`src/common/slot_flag_pkg.sv`:
```
package slot_flag_pkg;

   // -------------------------------------------------------------------
   // Register addresses
   // -------------------------------------------------------------------
   localparam logic [7:0] ADDR_SECOND_SLOT_OFFSET    = 8'h25;
   localparam logic [7:0] ADDR_SERIAL_SLOT_CONTROL   = 8'h26;
   localparam logic [7:0] ADDR_RESERVED_BLOCK_A0     = 8'h27;
   localparam logic [7:0] ADDR_RESERVED_BLOCK_A1     = 8'h28;
   localparam logic [7:0] ADDR_RESERVED_BLOCK_A2     = 8'h29;
   localparam logic [7:0] ADDR_OVERFLOW_FLAGS_STICKY = 8'h2a;
   localparam logic [7:0] ADDR_OVERFLOW_FLAGS_LIVE   = 8'h2b;
   localparam logic [7:0] ADDR_RESERVED_BLOCK_B      = 8'h2c;
   localparam logic [7:0] ADDR_CONVERTER_FLAGS_STICKY = 8'h2d;
   localparam logic [7:0] ADDR_RESERVED_BLOCK_C      = 8'h2e;
   localparam logic [7:0] ADDR_CONVERTER_FLAGS_LIVE  = 8'h2f;

   // -------------------------------------------------------------------
   // Reset values and masks
   // -------------------------------------------------------------------
   localparam logic [7:0] SECOND_SLOT_OFFSET_RESET  = 8'h00;
   localparam logic [7:0] SERIAL_SLOT_CONTROL_RESET = 8'h02;
   localparam logic [7:0] SERIAL_SLOT_CONTROL_WMASK = 8'h1f;
   localparam logic [7:0] OVERFLOW_MASK             = 8'h0e;
   localparam logic [7:0] NOISE_MASK                = 8'h60;
   localparam logic [7:0] DSP_PORT_MASK             = 8'h18;
   localparam logic [7:0] BYTE_ZERO                 = 8'h00;
   localparam logic [7:0] RESERVED_READ_VALUE       = 8'h00;

   // -------------------------------------------------------------------
   // Field positions
   // -------------------------------------------------------------------
   localparam int SLOT_INDEPENDENT_BIT = 0;
   localparam int EARLY_RELEASE_BIT    = 1;
   localparam int CHANNEL_ENABLE_LO    = 2;
   localparam int CHANNEL_ENABLE_HI    = 3;
   localparam int CHANNEL_SWAP_BIT     = 4;
   localparam int OVF_LEFT_BIT         = 3;
   localparam int OVF_RIGHT_BIT        = 2;
   localparam int OVF_SHIFTER_BIT      = 1;
   localparam int NOISE_LEFT_BIT       = 6;
   localparam int NOISE_RIGHT_BIT      = 5;
   localparam int DSP_STANDARD_BIT     = 4;
   localparam int DSP_AUXILIARY_BIT    = 3;

   // Channel enable field codes
   localparam logic [1:0] ENABLE_BOTH  = 2'h0;
   localparam logic [1:0] ENABLE_LEFT  = 2'h1;
   localparam logic [1:0] ENABLE_RIGHT = 2'h2;
   localparam logic [1:0] ENABLE_NONE  = 2'h3;

   // -------------------------------------------------------------------
   // Interrupt pulse timing
   // -------------------------------------------------------------------
   localparam int CLOCK_MHZ       = 200;
   localparam int PULSE_WIDTH_US  = 2000;
   localparam int PULSE_PERIOD_US = 4000;
   localparam int PULSE_CYCLES    = PULSE_WIDTH_US * CLOCK_MHZ;
   localparam int PERIOD_CYCLES   = PULSE_PERIOD_US * CLOCK_MHZ;
   localparam int PULSE_COUNT_W   = 20;

   // -------------------------------------------------------------------
   // Carriers
   // -------------------------------------------------------------------
   typedef struct packed {
      logic       ovf_left;
      logic       ovf_right;
      logic       ovf_shifter;
      logic       noise_left;
      logic       noise_right;
      logic       dsp_standard;
      logic       dsp_auxiliary;
   } flag_source_t;

   typedef struct packed {
      logic       channel_swap;
      logic       left_enable;
      logic       right_enable;
      logic       early_release;
      logic       second_relative;
      logic [7:0] first_channel_offset;
      logic [7:0] second_channel_offset;
   } slot_config_t;

   typedef enum logic [1:0] {
      PULSE_IDLE,
      PULSE_HIGH,
      PULSE_LOW
   } pulse_state_t;

endpackage

```
`src/slot_flag_registers.sv`:
```
// Behaviour
// - Second offset delays channel two 0-255 clocks
// - Second offset used only in independent mode
// - Independent off: both channels use first offset
// - Independent on: each channel own offset
// - Swap bit exchanges left and right channels
// - Enable field: both, left, right, none
// - Early release bit resets to enabled
// - Sticky overflow: left, right, shifter bits
// - Sticky flags clear on read, refire freshly
// - Live overflow register mirrors same bits
// - Sticky noise flags for left and right
// - Sticky flags latch processor interrupt ports
// - Live register shows processor ports instantly
// - Live register shows noise state instantly
// - Repeating interrupt pulses until flag read
module slot_flag_registers
   import slot_flag_pkg::*;
#(
   parameter int HIGH_CYCLES  = PULSE_CYCLES,
   parameter int TOTAL_CYCLES = PERIOD_CYCLES
)
(
   input  wire logic          mclk,
   input  wire logic          reset,
   input  wire logic [7:0]    reg_addr,
   input  wire logic [7:0]    reg_wdata,
   input  wire logic          reg_write,
   input  wire logic          reg_read,
   output logic [7:0]         reg_rdata,
   output logic               reg_rvalid,
   input  wire logic [7:0]    first_slot_offset,
   input  wire flag_source_t  flag_src,
   input  wire logic          channel_start,
   input  wire logic          channel_last_bit,
   input  wire logic          slot_end,
   output logic               sdata_oe_n,
   output slot_config_t       slot_cfg,
   input  wire logic          int_a_repeat,
   input  wire logic [1:0]    int_a_select,
   input  wire logic          int_b_repeat,
   input  wire logic [1:0]    int_b_select,
   output logic               interrupt_out_a,
   output logic               interrupt_out_b
);

   // -------------------------------------------------------------------
   // Address decode
   // -------------------------------------------------------------------
   logic hit_offset;
   logic hit_control;
   logic hit_ovf_sticky;
   logic hit_ovf_live;
   logic hit_conv_sticky;
   logic hit_conv_live;
   logic wr_offset;
   logic wr_control;
   logic rd_ovf_sticky;
   logic rd_conv_sticky;

   assign hit_offset      = (reg_addr == ADDR_SECOND_SLOT_OFFSET);
   assign hit_control     = (reg_addr == ADDR_SERIAL_SLOT_CONTROL);
   assign hit_ovf_sticky  = (reg_addr == ADDR_OVERFLOW_FLAGS_STICKY);
   assign hit_ovf_live    = (reg_addr == ADDR_OVERFLOW_FLAGS_LIVE);
   assign hit_conv_sticky = (reg_addr == ADDR_CONVERTER_FLAGS_STICKY);
   assign hit_conv_live   = (reg_addr == ADDR_CONVERTER_FLAGS_LIVE);

   // Reserved and read-only addresses simply ignore writes
   assign wr_offset       = reg_write && hit_offset;
   assign wr_control      = reg_write && hit_control;
   assign rd_ovf_sticky   = reg_read && hit_ovf_sticky;
   assign rd_conv_sticky  = reg_read && hit_conv_sticky;

   // -------------------------------------------------------------------
   // Writable registers
   // -------------------------------------------------------------------
   logic [7:0] second_slot_offset;
   logic [7:0] serial_slot_control;
   logic [7:0] next_serial_slot_control;

   // Reserved upper bits are forced to their reset value, whatever is written
   assign next_serial_slot_control = (reg_wdata & SERIAL_SLOT_CONTROL_WMASK)
                                   | (SERIAL_SLOT_CONTROL_RESET & ~SERIAL_SLOT_CONTROL_WMASK);

   always_ff @(posedge mclk)
   begin
      if (reset)
         second_slot_offset <= SECOND_SLOT_OFFSET_RESET;
      else if (wr_offset)
         second_slot_offset <= reg_wdata;
   end

   always_ff @(posedge mclk)
   begin
      if (reset)
         serial_slot_control <= SERIAL_SLOT_CONTROL_RESET;
      else if (wr_control)
         serial_slot_control <= next_serial_slot_control;
   end

   // -------------------------------------------------------------------
   // Control field decode
   // -------------------------------------------------------------------
   logic       independent_mode;
   logic       early_release;
   logic       channel_swap;
   logic [1:0] enable_field;
   logic       left_enable;
   logic       right_enable;
   logic [7:0] second_channel_offset;

   assign independent_mode = serial_slot_control[SLOT_INDEPENDENT_BIT];
   assign early_release    = serial_slot_control[EARLY_RELEASE_BIT];
   assign channel_swap     = serial_slot_control[CHANNEL_SWAP_BIT];
   assign enable_field     = serial_slot_control[CHANNEL_ENABLE_HI:CHANNEL_ENABLE_LO];

   assign left_enable  = (enable_field == ENABLE_BOTH) || (enable_field == ENABLE_LEFT);
   assign right_enable = (enable_field == ENABLE_BOTH) || (enable_field == ENABLE_RIGHT);

   // Second offset counts clocks after the first channel ends
   assign second_channel_offset = independent_mode ? second_slot_offset
                                                   : first_slot_offset;

   // -------------------------------------------------------------------
   // Slot configuration towards the serialiser
   // -------------------------------------------------------------------
   always_ff @(posedge mclk)
   begin
      if (reset)
         slot_cfg <= '0;
      else
      begin
         slot_cfg.channel_swap          <= channel_swap;
         slot_cfg.left_enable           <= left_enable;
         slot_cfg.right_enable          <= right_enable;
         slot_cfg.early_release         <= early_release;
         slot_cfg.second_relative       <= independent_mode;
         slot_cfg.first_channel_offset  <= first_slot_offset;
         slot_cfg.second_channel_offset <= second_channel_offset;
      end
   end

   // -------------------------------------------------------------------
   // Serial data output enable
   // -------------------------------------------------------------------
   // A new channel start wins over a release arriving in the same cycle,
   // so back-to-back channels never glitch the pin to high impedance.
   always_ff @(posedge mclk)
   begin
      if (reset)
         sdata_oe_n <= 1'b1;
      else if (channel_start)
         sdata_oe_n <= 1'b0;
      else if (early_release && channel_last_bit)
         sdata_oe_n <= 1'b1;
      else if (slot_end)
         sdata_oe_n <= 1'b1;
   end

   // -------------------------------------------------------------------
   // Flag sources
   // -------------------------------------------------------------------
   logic [7:0] ovf_src;
   logic [7:0] conv_src;
   logic [7:0] ovf_prev;
   logic [7:0] conv_prev;
   logic [7:0] ovf_rise;
   logic [7:0] conv_rise;

   always_comb
   begin
      ovf_src                  = BYTE_ZERO;
      ovf_src[OVF_LEFT_BIT]    = flag_src.ovf_left;
      ovf_src[OVF_RIGHT_BIT]   = flag_src.ovf_right;
      ovf_src[OVF_SHIFTER_BIT] = flag_src.ovf_shifter;
   end

   always_comb
   begin
      conv_src                    = BYTE_ZERO;
      conv_src[NOISE_LEFT_BIT]    = flag_src.noise_left;
      conv_src[NOISE_RIGHT_BIT]   = flag_src.noise_right;
      conv_src[DSP_STANDARD_BIT]  = flag_src.dsp_standard;
      conv_src[DSP_AUXILIARY_BIT] = flag_src.dsp_auxiliary;
   end

   // Only a fresh rising edge sets a sticky bit; a condition that is
   // still present after a read does not set it again.
   assign ovf_rise  = ovf_src & ~ovf_prev;
   assign conv_rise = conv_src & ~conv_prev;

   always_ff @(posedge mclk)
   begin
      if (reset)
      begin
         ovf_prev  <= BYTE_ZERO;
         conv_prev <= BYTE_ZERO;
      end
      else
      begin
         ovf_prev  <= ovf_src;
         conv_prev <= conv_src;
      end
   end

   // -------------------------------------------------------------------
   // Sticky and live flag registers
   // -------------------------------------------------------------------
   logic [7:0] overflow_flags_sticky;
   logic [7:0] converter_flags_sticky;
   logic [7:0] overflow_flags_live;
   logic [7:0] converter_flags_live;
   logic [7:0] next_overflow_sticky;
   logic [7:0] next_converter_sticky;

   // Set beats the clear of a read in the same cycle
   assign next_overflow_sticky  = ((rd_ovf_sticky ? BYTE_ZERO : overflow_flags_sticky)
                                  | ovf_rise) & OVERFLOW_MASK;
   assign next_converter_sticky = ((rd_conv_sticky ? BYTE_ZERO : converter_flags_sticky)
                                  | conv_rise) & (NOISE_MASK | DSP_PORT_MASK);

   always_ff @(posedge mclk)
   begin
      if (reset)
      begin
         overflow_flags_sticky  <= BYTE_ZERO;
         converter_flags_sticky <= BYTE_ZERO;
      end
      else
      begin
         overflow_flags_sticky  <= next_overflow_sticky;
         converter_flags_sticky <= next_converter_sticky;
      end
   end

   // Live views read the source levels as they stand when sampled
   assign overflow_flags_live  = ovf_src & OVERFLOW_MASK;
   assign converter_flags_live = conv_src & (NOISE_MASK | DSP_PORT_MASK);

   // -------------------------------------------------------------------
   // Read data path
   // -------------------------------------------------------------------
   logic [7:0] read_select;

   // Reserved and unmapped addresses read as zero
   assign read_select = hit_offset      ? second_slot_offset     :
                        hit_control     ? serial_slot_control    :
                        hit_ovf_sticky  ? overflow_flags_sticky  :
                        hit_ovf_live    ? overflow_flags_live    :
                        hit_conv_sticky ? converter_flags_sticky :
                        hit_conv_live   ? converter_flags_live   :
                                          RESERVED_READ_VALUE;

   always_ff @(posedge mclk)
   begin
      if (reset)
      begin
         reg_rdata  <= BYTE_ZERO;
         reg_rvalid <= 1'b0;
      end
      else
      begin
         reg_rvalid <= reg_read;
         if (reg_read)
            reg_rdata <= read_select;
      end
   end

   // -------------------------------------------------------------------
   // Interrupt pulse outputs
   // -------------------------------------------------------------------
   logic noise_event;
   logic engine_event;
   logic flag_read;
   logic trigger_a;
   logic trigger_b;

   assign noise_event  = |(conv_rise & NOISE_MASK);
   assign engine_event = (|(ovf_rise & OVERFLOW_MASK)) || (|(conv_rise & DSP_PORT_MASK));
   assign flag_read    = rd_ovf_sticky || rd_conv_sticky;
   assign trigger_a    = (int_a_select[0] && noise_event) || (int_a_select[1] && engine_event);
   assign trigger_b    = (int_b_select[0] && noise_event) || (int_b_select[1] && engine_event);

   interrupt_pulser #(
      .HIGH_CYCLES  (HIGH_CYCLES),
      .TOTAL_CYCLES (TOTAL_CYCLES)
   ) pulser_a (
      .mclk        (mclk),
      .reset       (reset),
      .trigger     (trigger_a),
      .repeat_mode (int_a_repeat),
      .stop        (flag_read),
      .pulse       (interrupt_out_a)
   );

   interrupt_pulser #(
      .HIGH_CYCLES  (HIGH_CYCLES),
      .TOTAL_CYCLES (TOTAL_CYCLES)
   ) pulser_b (
      .mclk        (mclk),
      .reset       (reset),
      .trigger     (trigger_b),
      .repeat_mode (int_b_repeat),
      .stop        (flag_read),
      .pulse       (interrupt_out_b)
   );

endmodule

```
`src/interrupt_pulser.sv`:
```
module interrupt_pulser
   import slot_flag_pkg::*;
#(
   parameter int HIGH_CYCLES  = PULSE_CYCLES,
   parameter int TOTAL_CYCLES = PERIOD_CYCLES
)
(
   input  wire logic mclk,
   input  wire logic reset,
   input  wire logic trigger,
   input  wire logic repeat_mode,
   input  wire logic stop,
   output logic      pulse
);

   localparam logic [PULSE_COUNT_W-1:0] HIGH_LAST = PULSE_COUNT_W'(HIGH_CYCLES - 1);
   localparam logic [PULSE_COUNT_W-1:0] LOW_LAST  = PULSE_COUNT_W'(TOTAL_CYCLES - HIGH_CYCLES - 1);
   localparam logic [PULSE_COUNT_W-1:0] COUNT_ONE = PULSE_COUNT_W'(1);

   pulse_state_t             state;
   pulse_state_t             next_state;
   logic [PULSE_COUNT_W-1:0] count;
   logic                     keep_going;
   logic                     high_done;
   logic                     low_done;

   assign high_done = (state == PULSE_HIGH) && (count == HIGH_LAST);
   assign low_done  = (state == PULSE_LOW) && (count == LOW_LAST);

   // A fresh trigger restarts repetition even in the cycle of a stopping read, unless that cycle ends a high phase
   always_ff @(posedge mclk)
   begin
      if (reset)
         keep_going <= 1'b0;
      else if (trigger)
         keep_going <= 1'b1;
      else if (stop)
         keep_going <= 1'b0;
   end

   always_comb
   begin
      next_state = state;
      unique case (state)
         PULSE_IDLE:
            if (trigger)
               next_state = PULSE_HIGH;
         PULSE_HIGH:
            if (high_done)
               next_state = (repeat_mode && keep_going && !stop) ? PULSE_LOW : PULSE_IDLE;
         PULSE_LOW:
            if (stop && !trigger)
               next_state = PULSE_IDLE;
            else if (low_done)
               next_state = PULSE_HIGH;
      endcase
   end

   always_ff @(posedge mclk)
   begin
      if (reset)
      begin
         state <= PULSE_IDLE;
         count <= '0;
         pulse <= 1'b0;
      end
      else
      begin
         state <= next_state;
         count <= (next_state != state) ? '0 : count + COUNT_ONE;
         pulse <= (next_state == PULSE_HIGH);
      end
   end

endmodule

```
`config.mk`:
```
export PLATFORM = sky130hd
export DESIGN_NAME = slot_flag_registers
export DESIGN_NICKNAME = d
export VERILOG_FILES = /design/src/common/slot_flag_pkg.sv /design/src/slot_flag_registers.sv /design/src/interrupt_pulser.sv
export SDC_FILE = /design/constraint.sdc
export NUM_CORES = 1
export LEC_CHECK = 0
export BUFFER_PORTS_ARGS = -buffer_cell sky130_fd_sc_hd__buf_2
export CAP_MARGIN = 20
export CORE_ASPECT_RATIO = 1.1
export CORE_UTILIZATION = 45
export CTS_CLUSTER_DIAMETER = 80
export DETAILED_ROUTE_END_ITERATION = 10
export PLACE_DENSITY_LB_ADDON = 0.2
export REMOVE_ABC_BUFFERS = 1
export SYNTH_ARGS = -nofsm -noshare
export SYNTH_HDL_FRONTEND = slang
export SYNTH_SLANG_ARGS = --single-unit
export TNS_END_PERCENT = 20
```
`constraint.sdc`:
```
create_clock -name mclk -period 2.2 [get_ports mclk]
set_input_delay 0.11 -clock mclk [delete_from_list [all_inputs] [get_ports mclk]]
set_output_delay 0.11 -clock mclk [all_outputs]
set_load 0.01 [all_outputs]
```
* After elaboration in Yosys (flattened, before gate mapping) *
Index checks and enable logic that the tools add are counted.
Widths: inputs -> output; s select.

word-level totals
  register bits after elaboration = 106
  logic and storage cells = 116
  input port bits = 44
  output and inout bits = 33

operators by class
  add/sub/neg operators = 2
  reductions and logical operators = 39
  muxes and demuxes = 27
  equality and inequality tests = 18
  bitwise operators = 6

operators with widths
  cell                   count
  $eq 8x6->1 const B     6
  $add 20x1->20 const B  2
  $eq 20x19->1 const B   2
  $mux 8                 5
  $mux 7                 3
  $mux 2                 10
  $logic_and 1x1->1      19
  $pmux 2 s3             2
  $eq 2x1->1 const B     5
  $reduce_or 2->1        4
  $and 7x7->7            1
  $not 7->7              1
  $or 7x7->7             1
  $eq 2x2->1 const B     3
  $logic_not 2->1        3
  $logic_or 1x1->1       6
  $mux 1                 6
  $and 4x4->4            1
  $mux 4                 1
  $ne 2x2->1             2
  $not 4->4              1
  $or 4x4->4             1
  $reduce_bool 2->1      2
  $logic_not 1->1        3
  2 further kinds        2

* Logic depth before layout (Yosys ltp) *
Gate-level depths: netlist (run 1).

  depth in word-level cells = 12
  gate-level depth with buffers = 9
  gate-level depth less buffers = 8

* Hierarchy *
Synthesis (run 1) repeated with hierarchy kept, for this count alone.

second synthesis, totals
  cells, all modules = 512
  area total of the unflattened synthesis = 4714.5 um^2

by module, submodules not included
  module               seq. area each (um^2)  cells an instance  times used  area each (um^2)
  interrupt_pulser     480.5                  139                2           1248.7
  slot_flag_registers  1161.1                 234                1           2217.1

* Least setup slack after synthesis (run 1) *
No wires, ideal clock.

  kind = register to register
  from = reg pulser_a.state[0]
  to = reg pulser_a.count[11]
  path slack = -0.123 ns
  arrival = 2.184 ns
  required time = 2.061 ns
  setup time = 0.139 ns
  cell stages (with the launch flop) = 8
  clock period less this slack = 2.323 ns
  path buffers = 0
  cells stage by stage = dfxtp_1 -> inv_1 -> ha_1 -> or4_4 -> or4_1 -> o21ai_0 -> o21bai_1 -> nor3_1

on the way
  word-level cells in the longest chain between the ends = 7
  elaborated cells on any way between the ends = 12
  those cells by class = eq/ne (3); mux (5); reduce/logical (4)

ends and longest elaborated chain
  element                               line                                            text
  start, declared                       interrupt_pulser.sv:20                          pulse_state_t state;
  start signal, assigned                interrupt_pulser.sv:69                          state <= next_state;
  $eq 2x2->1                            interrupt_pulser.sv:28, interrupt_pulser.sv:44
  $logic_and 1x1->1                     interrupt_pulser.sv:28                          assign low_done = (state == PULSE_LOW) && (count == LOW_LAST);
  $mux 2                                interrupt_pulser.sv:54                          else if (low_done)
  $mux 2                                interrupt_pulser.sv:52                          if (stop && !trigger)
  $pmux 2 s3                            interrupt_pulser.sv:44                          unique case (state)
  $ne 2x2->1 (*)                        interrupt_pulser.sv:70                          count <= (next_state != state) ? '0 : count + COUNT_ONE;
  $reduce_or 2->1 (no source line) (*)  --
  end signal, assigned                  interrupt_pulser.sv:70
  end, declared                         interrupt_pulser.sv:22                          logic [PULSE_COUNT_W-1:0] count;

Every way passes the cells marked *; elsewhere a longest branch is shown, timed or not.
A chain may end at the register's enable or synchronous reset.

* Final worst setup path (run 1) *
Same ends and word-level chain as after synthesis.

==> out/qor.txt, run 1 <==
status: finished, final reports clean
post-synthesis cell area: 0.004753 mm²
PortBufs: 76
CTS sink cnt: 106
hpwl dp: 8.664 mm
min Tclk post-route: 2.177 ns
# diodes: 0
Detailed Route WL: 12.54 mm
power per cell area: 604.5 mW/mm²
CTS tree: done
layout cells sized above 1: 28.80%
routed via count: 4507
final hold vios: 0
Synth area leader: dfxtp_1
measured slew at the worst slew-check pin: 0.5799 ns
area of the multi-input gates: 0.002666 mm²
Max H-tree Level: 3
Ys Warns: 0
fin crit share: 98.93%
DRC: 0
Sw Ratio: 27.06%
Synth Area per Inst: 8.918 µm²
row count: 38
CTS Buf Count: 9
Iter 0 DRT Violations: 240
# IOs: 77
asr flop ratio synth: 0%
Placer Congestion: 0.8907
clk_lat worst skew: 0.38 ns
Final Util: 63.52%
f_max: 459.4 MHz
crit-path max FO: 5
vias in the first global route: 4301
type of destination of the critical path: flop
Slew Limit Headroom: 60.98%
Synth cell types: 61
total global routing overflow: 0
Initial Util: 47.16%
post-route cell area: 0.006402 mm²
commonest non-fill, non-tap cells in the layout: 102 x dfxtp_1, 77 x buf_2, 51 x buf_4
WL/cell: 15.09 µm
Post-Syn Instances: 533
top-area cell type share of the netlist area: 44.64%
clk slew on worst S/H paths: 0.11 ns
Crit path arrival time: 2.45 ns
chip height: 109.8 µm
peak supply drop: 395.0 µV
fin. max-slew vios: 0
Main synth FF type: dfxtp_1
wire length of the first global-routing pass: 19.82 mm
Total Routing Usage GR: 22.79%
pre-CTS WS: -0.1097 ns
clk buf depth: 2
HP Class: input pin to flop
Fill cells: 885
Setup Viol. Count Final: 0
Sw Pwr: 0.001047 W
pin count of the biggest net entering global routing: 50
max cap viols: 0
Worst Skew: 0.01323 ns
Comb pwr share: 15.5%
die width: 100.0 µm
top cells by area, synth: dfxtp_1 45%, nor3_1 4.3%, nor2b_1 3.7%
die area: 0.01098 mm²
Reg area: 0.002127 mm²
FF-to-FF setup slack: 0.02 ns
placed cell areas: 0.005670 mm²
Pleak: 2.474 nW
Area Growth Syn to Fin: 34.69%
Seq/Total Area, Yosys: 44.64%
final setup margin: 0.02343 ns
antenna violations before repair: 0
antenna viol nets, final: 0
clock share of power: 32.2%
post-DR vias/cell: 5.424
DR pass1 iterations: 4
Core Area: 0.01008 mm²
Pint: 0.002823 W
#FFs+latches synth: 106
Sequential Power Share: 52.3%
Post-synth EDFFs: 0
commonest non-fill, non-tap cell in the layout: dfxtp_1
Root Driver: clkbuf_8
final net count: 736
Crit Path Category: flop to flop
CP Launch Type: flop
data required time at the worst endpoint: 2.48 ns
RSZ-0062 raised after global routing: yes
==> cells by family after synthesis <==
group | count (synthesis) | synth area share, %
AOI/OAI and AO/OA | 82 | 12.24
xor gates and xnor gates | 36 | 6.633
adders and majority gates | 6 | 1.579
buffers and inverters | 34 | 3.053
DFF | 106 | 44.64
muxes | 13 | 2.764
and+or+nand+nor | 256 | 29.09
==> power by group through the flow <==
stage	clock network (W)	logic, W	registers (W)
floorplan	0	0.000219	0.00208
global placement	0	0.000471	0.00206
detailed placement	0	0.000480	0.00206
CTS	0.00127	0.000526	0.00202
global route	0.00135	0.000649	0.00203
finish	0.00125	0.000600	0.00202
==> flip-flops by register name (all words and copies together), names as in the netlist, 2 cells and up <==
register and count:
slot_cfg 21, pulser_a.count 20, pulser_b.count 20, reg_rdata 8
second_slot_offset 8, serial_slot_control 5, conv_prev 4, converter_flags_sticky 4
overflow_flags_sticky 3, ovf_prev 3, pulser_a.state 2, pulser_b.state 2
==> repair_timing <==
item | 4_1_cts | 5_1_grt
endpoints found under the setup margin | 27 | 43
hold buffers | 25 | 0
gates cloned | 0 | 4
hold endpoints to repair | 37 | 0
pin swaps | 0 | 12
buffers inserted | 0 | 3
resized for setup | 9 | 38
==> final timing paths <==
check | startpoint | to | cells after the start
setup / recovery | pulser_a.state[0] | pulser_a.count[11] | 8
hold / removal | reg_addr[1] | reg_rdata[4] | 3
setup reg to reg | pulser_a.state[0] | pulser_a.count[11] | 8
hold reg to reg | pulser_b.count[0] | pulser_b.count[0] | 1
==> cells in the mapped netlist (3+ instances only) <==
master and instances:
a211oi_1 7, a21oi_1 24, a221oi_1 6, a22oi_1 3, a31oi_1 4, and2_1 3
and3_1 10, and4_1 6, buf_1 3, buf_2 5, clkbuf_1 11, dfxtp_1 106
ha_1 6, inv_1 13, mux2i_1 12, nand2_1 45, nand2b_1 7, nand3_1 27
nand3b_1 3, nand4_1 13, nor2_1 46, nor2b_1 28, nor3_1 41, nor4_1 9
o21ai_0 10, o31ai_1 3, o32ai_1 3, or2_2 3, xnor2_1 18, xor2_1 18
==> metrics by stage <==
step | setup TNS [ns] | power (W) | hold slack (ns) | std cells
3_3_place_gp | -0.02821 | 0.002534 | 0.3002 | 783
4_1_cts | 0 | 0.003818 | 0.06287 | 824
5_1_grt | -0.3799 | 0.004025 | 0.08635 | 831
3_5_place_dp | -0.9831 | 0.002544 | 0.3164 | 783
6_report | 0 | 0.003870 | 0.07452 | 831
2_1_floorplan | -18.31 | 0.002297 | 0.1767 | 512
==> metal layers <==
metal	part of all wire (%)	track usage [%]
met4	2.6	10.66
met1	43	28.24
met2	51	39.36
met3	3.9	3.115
met5	0	0
==> critical path: stages (launching register included) <==
cell	delay, ns
dfxtp_2	0.34
inv_2	0.05
ha_4	0.23
or4_4	0.54
or4_1	0.42
o21ai_1	0.13
o21bai_4	0.18
buf_6	0.15
nor3_1	0.05
==> layout make-up <==
| class | count | area share (%) |
|---|---|---|
| tap | 140 | 2.736 |
| clock buffer | 10 | 1.993 |
| clock inverter | 6 | 1.133 |
| sequential | 106 | 33.22 |
| inverter | 13 | 0.7622 |
| timing repair buffer | 163 | 18.51 |
| multi-input combinational | 393 | 41.65 |
Note: power is estimated with default switching activity, not from simulation.
==> inputs of run 2 (changes only) <==
==> constraint.sdc (replaced) <==
create_clock -name mclk -period 2.8 [get_ports mclk]
set_input_delay 0.14 -clock mclk [delete_from_list [all_inputs] [get_ports mclk]]
set_output_delay 0.14 -clock mclk [all_outputs]
set_load 0.01 [all_outputs]
==> out/qor.txt, run 2 (same netlist as run 1, synthesis figures left out) <==
antenna viol nets, final: 0 (unchanged)
Worst Skew: 0.01120 ns (-0.002026 ns)
# diodes: 0 (unchanged)
vias in the first global route: 3891 (-9.5%)
DR pass1 iterations: 4 (unchanged)
post-CTS setup buffers: 0 (unchanged)
commonest non-fill, non-tap cell in the layout: dfxtp_1
routed via count: 4149 (-7.9%)
Crit path arrival time: 2.83 ns (+0.38 ns)
GR Util met3: 4.196% (+1.1 points)
Max stage delay on crit path: 0.59 ns (+0.05 ns)
CTS Buf Count: 9 (unchanged)
Crit Path Category: flop to flop
total global routing overflow: 0 (unchanged)
max cap viols: 0 (unchanged)
layout cells sized above 1: 18.30% (-11 points)
clk_lat worst skew: 0.38 ns (about the same)
peak supply drop: 271.4 µV (-31%)
RSZ-0062 raised after global routing: no
CP cell instances: inv_1, ha_1, or4_4, or4_1, o21ai_0, o21bai_1, nor3_1
pin count of the biggest net entering global routing: 51 (+2.0%)
WL/cell: 14.18 µm (-6.0%)
PostCTS Resize Cnt: 0 (-9)
Area Growth Syn to Fin: 19.72%
power per cell area: 506.6 mW/mm² (-16%)
measured slew at the worst slew-check pin: 0.7421 ns (+0.1621 ns)
met1 Usage GRT: 25.79% (-2.5 points)
Root Driver: clkbuf_8
Largest regs: slot_cfg: 21 flops, pulser_a.count: 20 flops, pulser_b.count: 20 flops
hpwl dp: 7.798 mm (-10%)
CP Launch Type: flop
die width: 100.0 µm (unchanged)
CTS tree: done
Detailed Route WL: 10.98 mm (-12%)
f_max: 386.7 MHz (-16%)
Slowest cell on crit path: or4_4
HP Class: input pin to flop
CTS sink cnt: 106 (unchanged)
Initial Util: 47.16% (unchanged)
layer with the highest usage: met2
Largest Register: slot_cfg
GRT met2 Usage: 35.86% (-3.5 points)
worst path bufs/invs: 1 (-1)
max reg flops: 21 (unchanged)
antenna violations before repair: 0 (unchanged)
Max H-tree Level: 3 (unchanged)
Setup Viol. Count Final: 0 (unchanged)
chip height: 109.8 µm (unchanged)
final hold vios: 0 (unchanged)
Post-CTS Hold Fix Bufs: 19 (-24%)
min Tclk post-route: 2.586 ns (+0.4094 ns)
# placed instances: 738 (-5.7%)
row count: 38 (unchanged)
Pleak: 2.123 nW (-14%)
data required time at the worst endpoint: 3.04 ns (+0.56 ns)
commonest non-fill, non-tap cells in the layout: 106 x dfxtp_1, 76 x buf_2, 46 x nor2_1
crit-path max FO: 9 (+4)
die area: 0.01098 mm² (unchanged)
post-DR vias/cell: 5.360 (-1.2%)
type of destination of the critical path: flop
Slew Limit Headroom: 50.43% (-11 points)
fin crit share: 92.35% (-6.6 points)
status: finished, final reports clean
# IOs: 77 (unchanged)
DRC: 0 (unchanged)
PortBufs: 76 (unchanged)
clk slew on worst S/H paths: 0.12 ns (about the same)
clk buf depth: 2 (unchanged)
Fin Setup TNS: 0 ns (unchanged)
fin. max-slew vios: 0 (unchanged)
final net count: 679 (-7.7%)
Placer Congestion: 0.8612 (-3.3%)
Core Area: 0.01008 mm² (unchanged)
final std cells w/o fill: 774 (-6.9%)
Iter 0 DRT Violations: 149 (-38%)
Total Routing Usage GR: 21.16% (-1.6 points)
top cell family by delay on the critical path: simple AND/OR/NAND/NOR gates
wire length of the first global-routing pass: 18.31 mm (-7.6%)
==> run 2: cell count changes in the layout (fill, tap and decap cells not counted), sizes merged <==
cell         change
dlygate4sd3      -6
inv              +2
buf             -49
clkinvlp         -1
clkinv           +1
bufinv           -1
clkbuf           -3
==> run 2: path summary, 6_finish.rpt <==
path | startpoint | endpoint | slack [ns] | cells after the start
setup / recovery | pulser_a.state[0] | pulser_a.count[11] | 0.21 | 7
hold / removal | reg_wdata[7] | second_slot_offset[7] | 0.02 | 3
setup reg to reg | pulser_a.state[0] | pulser_a.count[11] | 0.21 | 7
hold reg to reg | serial_slot_control[2] | slot_cfg[18] | 0.46 | 1
==> run 2: layer usage <==
layer / up-vias / part of all wire [%]
li1: 2106 / -
met1: 1936 / 44
met2: 90 / 49
met3: 17 / 4.4
met4: 0 / 2.2
met5: - / 0
==> run 2: area by class of cell <==
class,count,area [µm²]
inverter,13,48.80
clock inverter,7,73.82
sequential,106,2122
fill,950,4389
clock buffer,9,123.9
multi-input combinational,393,2494
tap,140,175.2
timing repair buffer,106,653.1
==> run 2: metrics by stage <==
| stage | area (µm²) | setup slack [ns] | power [W] | utilization, % | hold WS, ns |
|---|---|---|---|---|---|
| global placement | 5295 | 0.2942 | 0.001940 | 52.53 | 0.3303 |
| global route | 5690 | 0.08435 | 0.003022 | 56.45 | 0.006887 |
| finish | 5690 | 0.2141 | 0.002883 | 56.45 | 0.02369 |
| CTS | 5683 | 0.2262 | 0.002908 | 56.38 | 0.002430 |
| floorplan | 4657 | -0.1852 | 0.001805 | - | 0.2067 |
| detailed placement | 5295 | 0.2504 | 0.001947 | 52.53 | 0.3438 |
==> run 2: power breakdown <==
part	switching, W	leakage, nW	internal (W)
sequential	0.0000276	0.867	0.00156
combinational	0.000197	1.15	0.000148
clock	0.000591	0.102	0.000357
total	0.000815	2.12	0.00207
==> run 2: worst register-to-register path, cell delays in order, from the launching register on <==
cell	delay, ns
dfxtp_1	0.39
inv_1	0.09
ha_1	0.37
or4_4	0.59
or4_1	0.47
o21ai_0	0.07
o21bai_1	0.36
nor3_1	0.11
==> inputs of run 3 (changes only) <==
--- a/config.mk
+++ b/config.mk
@@ -7,7 +7,6 @@
 export LEC_CHECK = 0
 export BUFFER_PORTS_ARGS = -buffer_cell sky130_fd_sc_hd__buf_2
 export CAP_MARGIN = 20
-export CORE_ASPECT_RATIO = 1.1
 export CORE_UTILIZATION = 45
 export CTS_CLUSTER_DIAMETER = 80
 export DETAILED_ROUTE_END_ITERATION = 10
@@ -16,4 +15,3 @@
 export SYNTH_ARGS = -nofsm -noshare
 export SYNTH_HDL_FRONTEND = slang
 export SYNTH_SLANG_ARGS = --single-unit
-export TNS_END_PERCENT = 20
==> out/qor.txt, run 3 (same netlist as run 1, synthesis figures left out) <==
status: finished, final reports clean
Detailed Route WL: 10.97 mm (-0.12%)
die area: 0.01098 mm² (about the same)
CP Launch Type: flop
HP Class: input pin to flop
CTS Buf Count: 9 (unchanged)
FF-to-FF setup slack: 0.20 ns (about the same)
Total Routing Usage GR: 20.94% (-0.22 points)
PostCTS Resize Cnt: 0 (unchanged)
pin count of the biggest net entering global routing: 52 (+2.0%)
Setup Viol. Count Final: 0 (unchanged)
RSZ-0062 raised after global routing: no
f_max: 384.7 MHz (-0.53%)
Iter 0 DRT Violations: 217 (+46%)
Hold Crit Start: slot_end
fin. max-slew vios: 0 (unchanged)
die width: 104.8 µm (+4.8%)
min Tclk post-route: 2.600 ns (+0.01366 ns)
Slowest cell on crit path: or4_4
Reg2Reg Depth: 7 (unchanged)
antenna viol nets, final: 0 (unchanged)
met1 Usage GRT: 27.21% (+1.4 points)
Fin Setup TNS: 0 ns (unchanged)
Final Util: 55.52% (-0.94 points)
clk buf depth: 2 (unchanged)
max reg flops: 21 (unchanged)
Max stage delay on crit path: 0.59 ns (about the same)
hpwl dp: 7.874 mm (+0.98%)
fin crit share: 92.84% (+0.49 points)
GRT met2 Usage: 33.63% (-2.2 points)
wire length of the first global-routing pass: 18.49 mm (+0.98%)
post-CTS setup buffers: 0 (unchanged)
final hold vios: 0 (unchanged)
power per cell area: 508.7 mW/mm² (+0.42%)
post-route cell area: 0.005705 mm² (+0.26%)
R2R Path Start: pulser_a.state[0]
layout cells sized above 1: 18.08% (-0.21 points)
DRC: 0 (unchanged)
chip height: 104.8 µm (-4.6%)
layer with the highest usage: met2
hold path depth: 3 (unchanged)
Crit Path Category: flop to flop
commonest non-fill, non-tap cell in the layout: dfxtp_1
commonest non-fill, non-tap cells in the layout: 106 x dfxtp_1, 76 x buf_2, 46 x nor2_1
GR Util met3: 3.930% (-0.27 points)
antenna violations before repair: 0 (unchanged)
total global routing overflow: 0 (unchanged)
DR pass1 iterations: 5 (+1)
routed via count: 4236 (+2.1%)
max cap viols: 0 (unchanged)
CTS tree: done
Crit path arrival time: 2.84 ns (about the same)
data required time at the worst endpoint: 3.04 ns (about the same)
crit-path max FO: 9 (unchanged)
Slew Limit Headroom: 54.44% (+4.0 points)
# diodes: 0 (unchanged)
WL/cell: 14.20 µm (+0.14%)
Pleak: 2.133 nW (+0.47%)
measured slew at the worst slew-check pin: 0.6820 ns (-0.06006 ns)
clk slew on worst S/H paths: 0.11 ns (about the same)
placed cell areas: 0.005290 mm² (about the same)
Area Growth Syn to Fin: 20.03%
post-DR vias/cell: 5.487 (+2.4%)
Root Driver: clkbuf_8
Placer Congestion: 0.8839 (+2.6%)
Largest Register: slot_cfg
peak supply drop: 383.5 µV (+41%)
Post-CTS Hold Fix Bufs: 21 (+2)
PortBufs: 76 (unchanged)
# IOs: 77 (unchanged)
Max H-tree Level: 3 (unchanged)
vias in the first global route: 3947 (+1.4%)
Worst Skew: 0.01268 ns (+0.001472 ns)
row count: 37 (-2.6%)
Fill cells: 976 (+2.7%)
Core Area: 0.01028 mm² (+2.0%)
type of destination of the critical path: flop
clk_lat worst skew: 0.38 ns (about the same)
CTS sink cnt: 106 (unchanged)
reg-to-reg endpoint: pulser_a.count[11]
final net count: 681 (+0.29%)
Largest regs: slot_cfg: 21 flops, pulser_a.count: 20 flops, pulser_b.count: 20 flops
CP cell instances: inv_1, ha_1, or4_4, or4_1, o21ai_0, o21bai_1, nor3_1
Initial Util: 46.25% (-0.91 points)
Hold Path End: sdata_oe_n
==> run 3: cell types whose count changed in the layout (fill, tap and decap cells not counted) <==
cell / before / now
bufinv_16: 0 / 1
clkbuf_1: 0 / 1
clkinv_2: 0 / 1
clkinv_8: 1 / 0
dlygate4sd3_1: 19 / 21
inv_8: 2 / 0
==> run 3: layout make-up <==
class	count	area, µm²	area share [%]
multi-input cells	393	2494	43.71
well taps	136	170.2	2.982
inverters	13	48.80	0.8553
repair buffers	108	673.1	11.80
flip-flops and latches	106	2122	37.19
clock inverters	6	70.07	1.228
clock buffers	10	127.6	2.237
==> run 3: worst max-delay path by stage <==
stage | cells after the start | slack (ns) | to | from
after floorplan | 5 | -0.19 | pulser_b.count[10] | reg_addr[4]
after global placement | 8 | 0.31 | pulser_a.count[15] | pulser_a.state[1]
after detailed placement | 7 | 0.21 | pulser_a.count[11] | pulser_a.state[0]
after CTS | 6 | 0.17 | pulser_a.count[10] | pulser_a.count[9]
after global routing | 7 | 0.12 | pulser_a.count[18] | pulser_a.state[0]
final | 7 | 0.20 | pulser_a.count[11] | pulser_a.state[0]
==> run 3: report_power, final <==
part           leakage (nW)  switching [W]  internal (W)
registers             0.867      0.0000284       0.00156
clock network         0.102       0.000539      0.000426
logic                  1.16       0.000198      0.000149
total                  2.13       0.000765       0.00214
==> run 3: worst max-delay path, delay by kind of cell (launching register included) <==
kind	cells	cell delay, ns
AO/OA/AOI/OAI	2	0.42
adder cells (fa/ha/maj)	1	0.37
buffers and inverters	1	0.10
flip-flops	1	0.40
AND/OR/NAND/NOR	3	1.18
==> run 3: routing by layer <==
| metal | wire length (µm) | vias up |
|---|---|---|
| li1 | - | 2104 |
| met4 | 216 | 0 |
| met5 | 0 | - |
| met3 | 583 | 16 |
| met1 | 4969 | 1996 |
| met2 | 5195 | 120 |
==> run 3: metrics by stage <==
stage               hold slack (ns)  instances  setup slack [ns]  power, W
finish                      0.02407        772            0.2004  0.002903
global route                0.02175        772            0.1183  0.003051
floorplan                    0.2067        512           -0.1852  0.001805
detailed placement           0.3420        734            0.2120  0.001948
CTS                        0.002044        771            0.1705  0.002937
global placement             0.3307        734            0.3088  0.001941
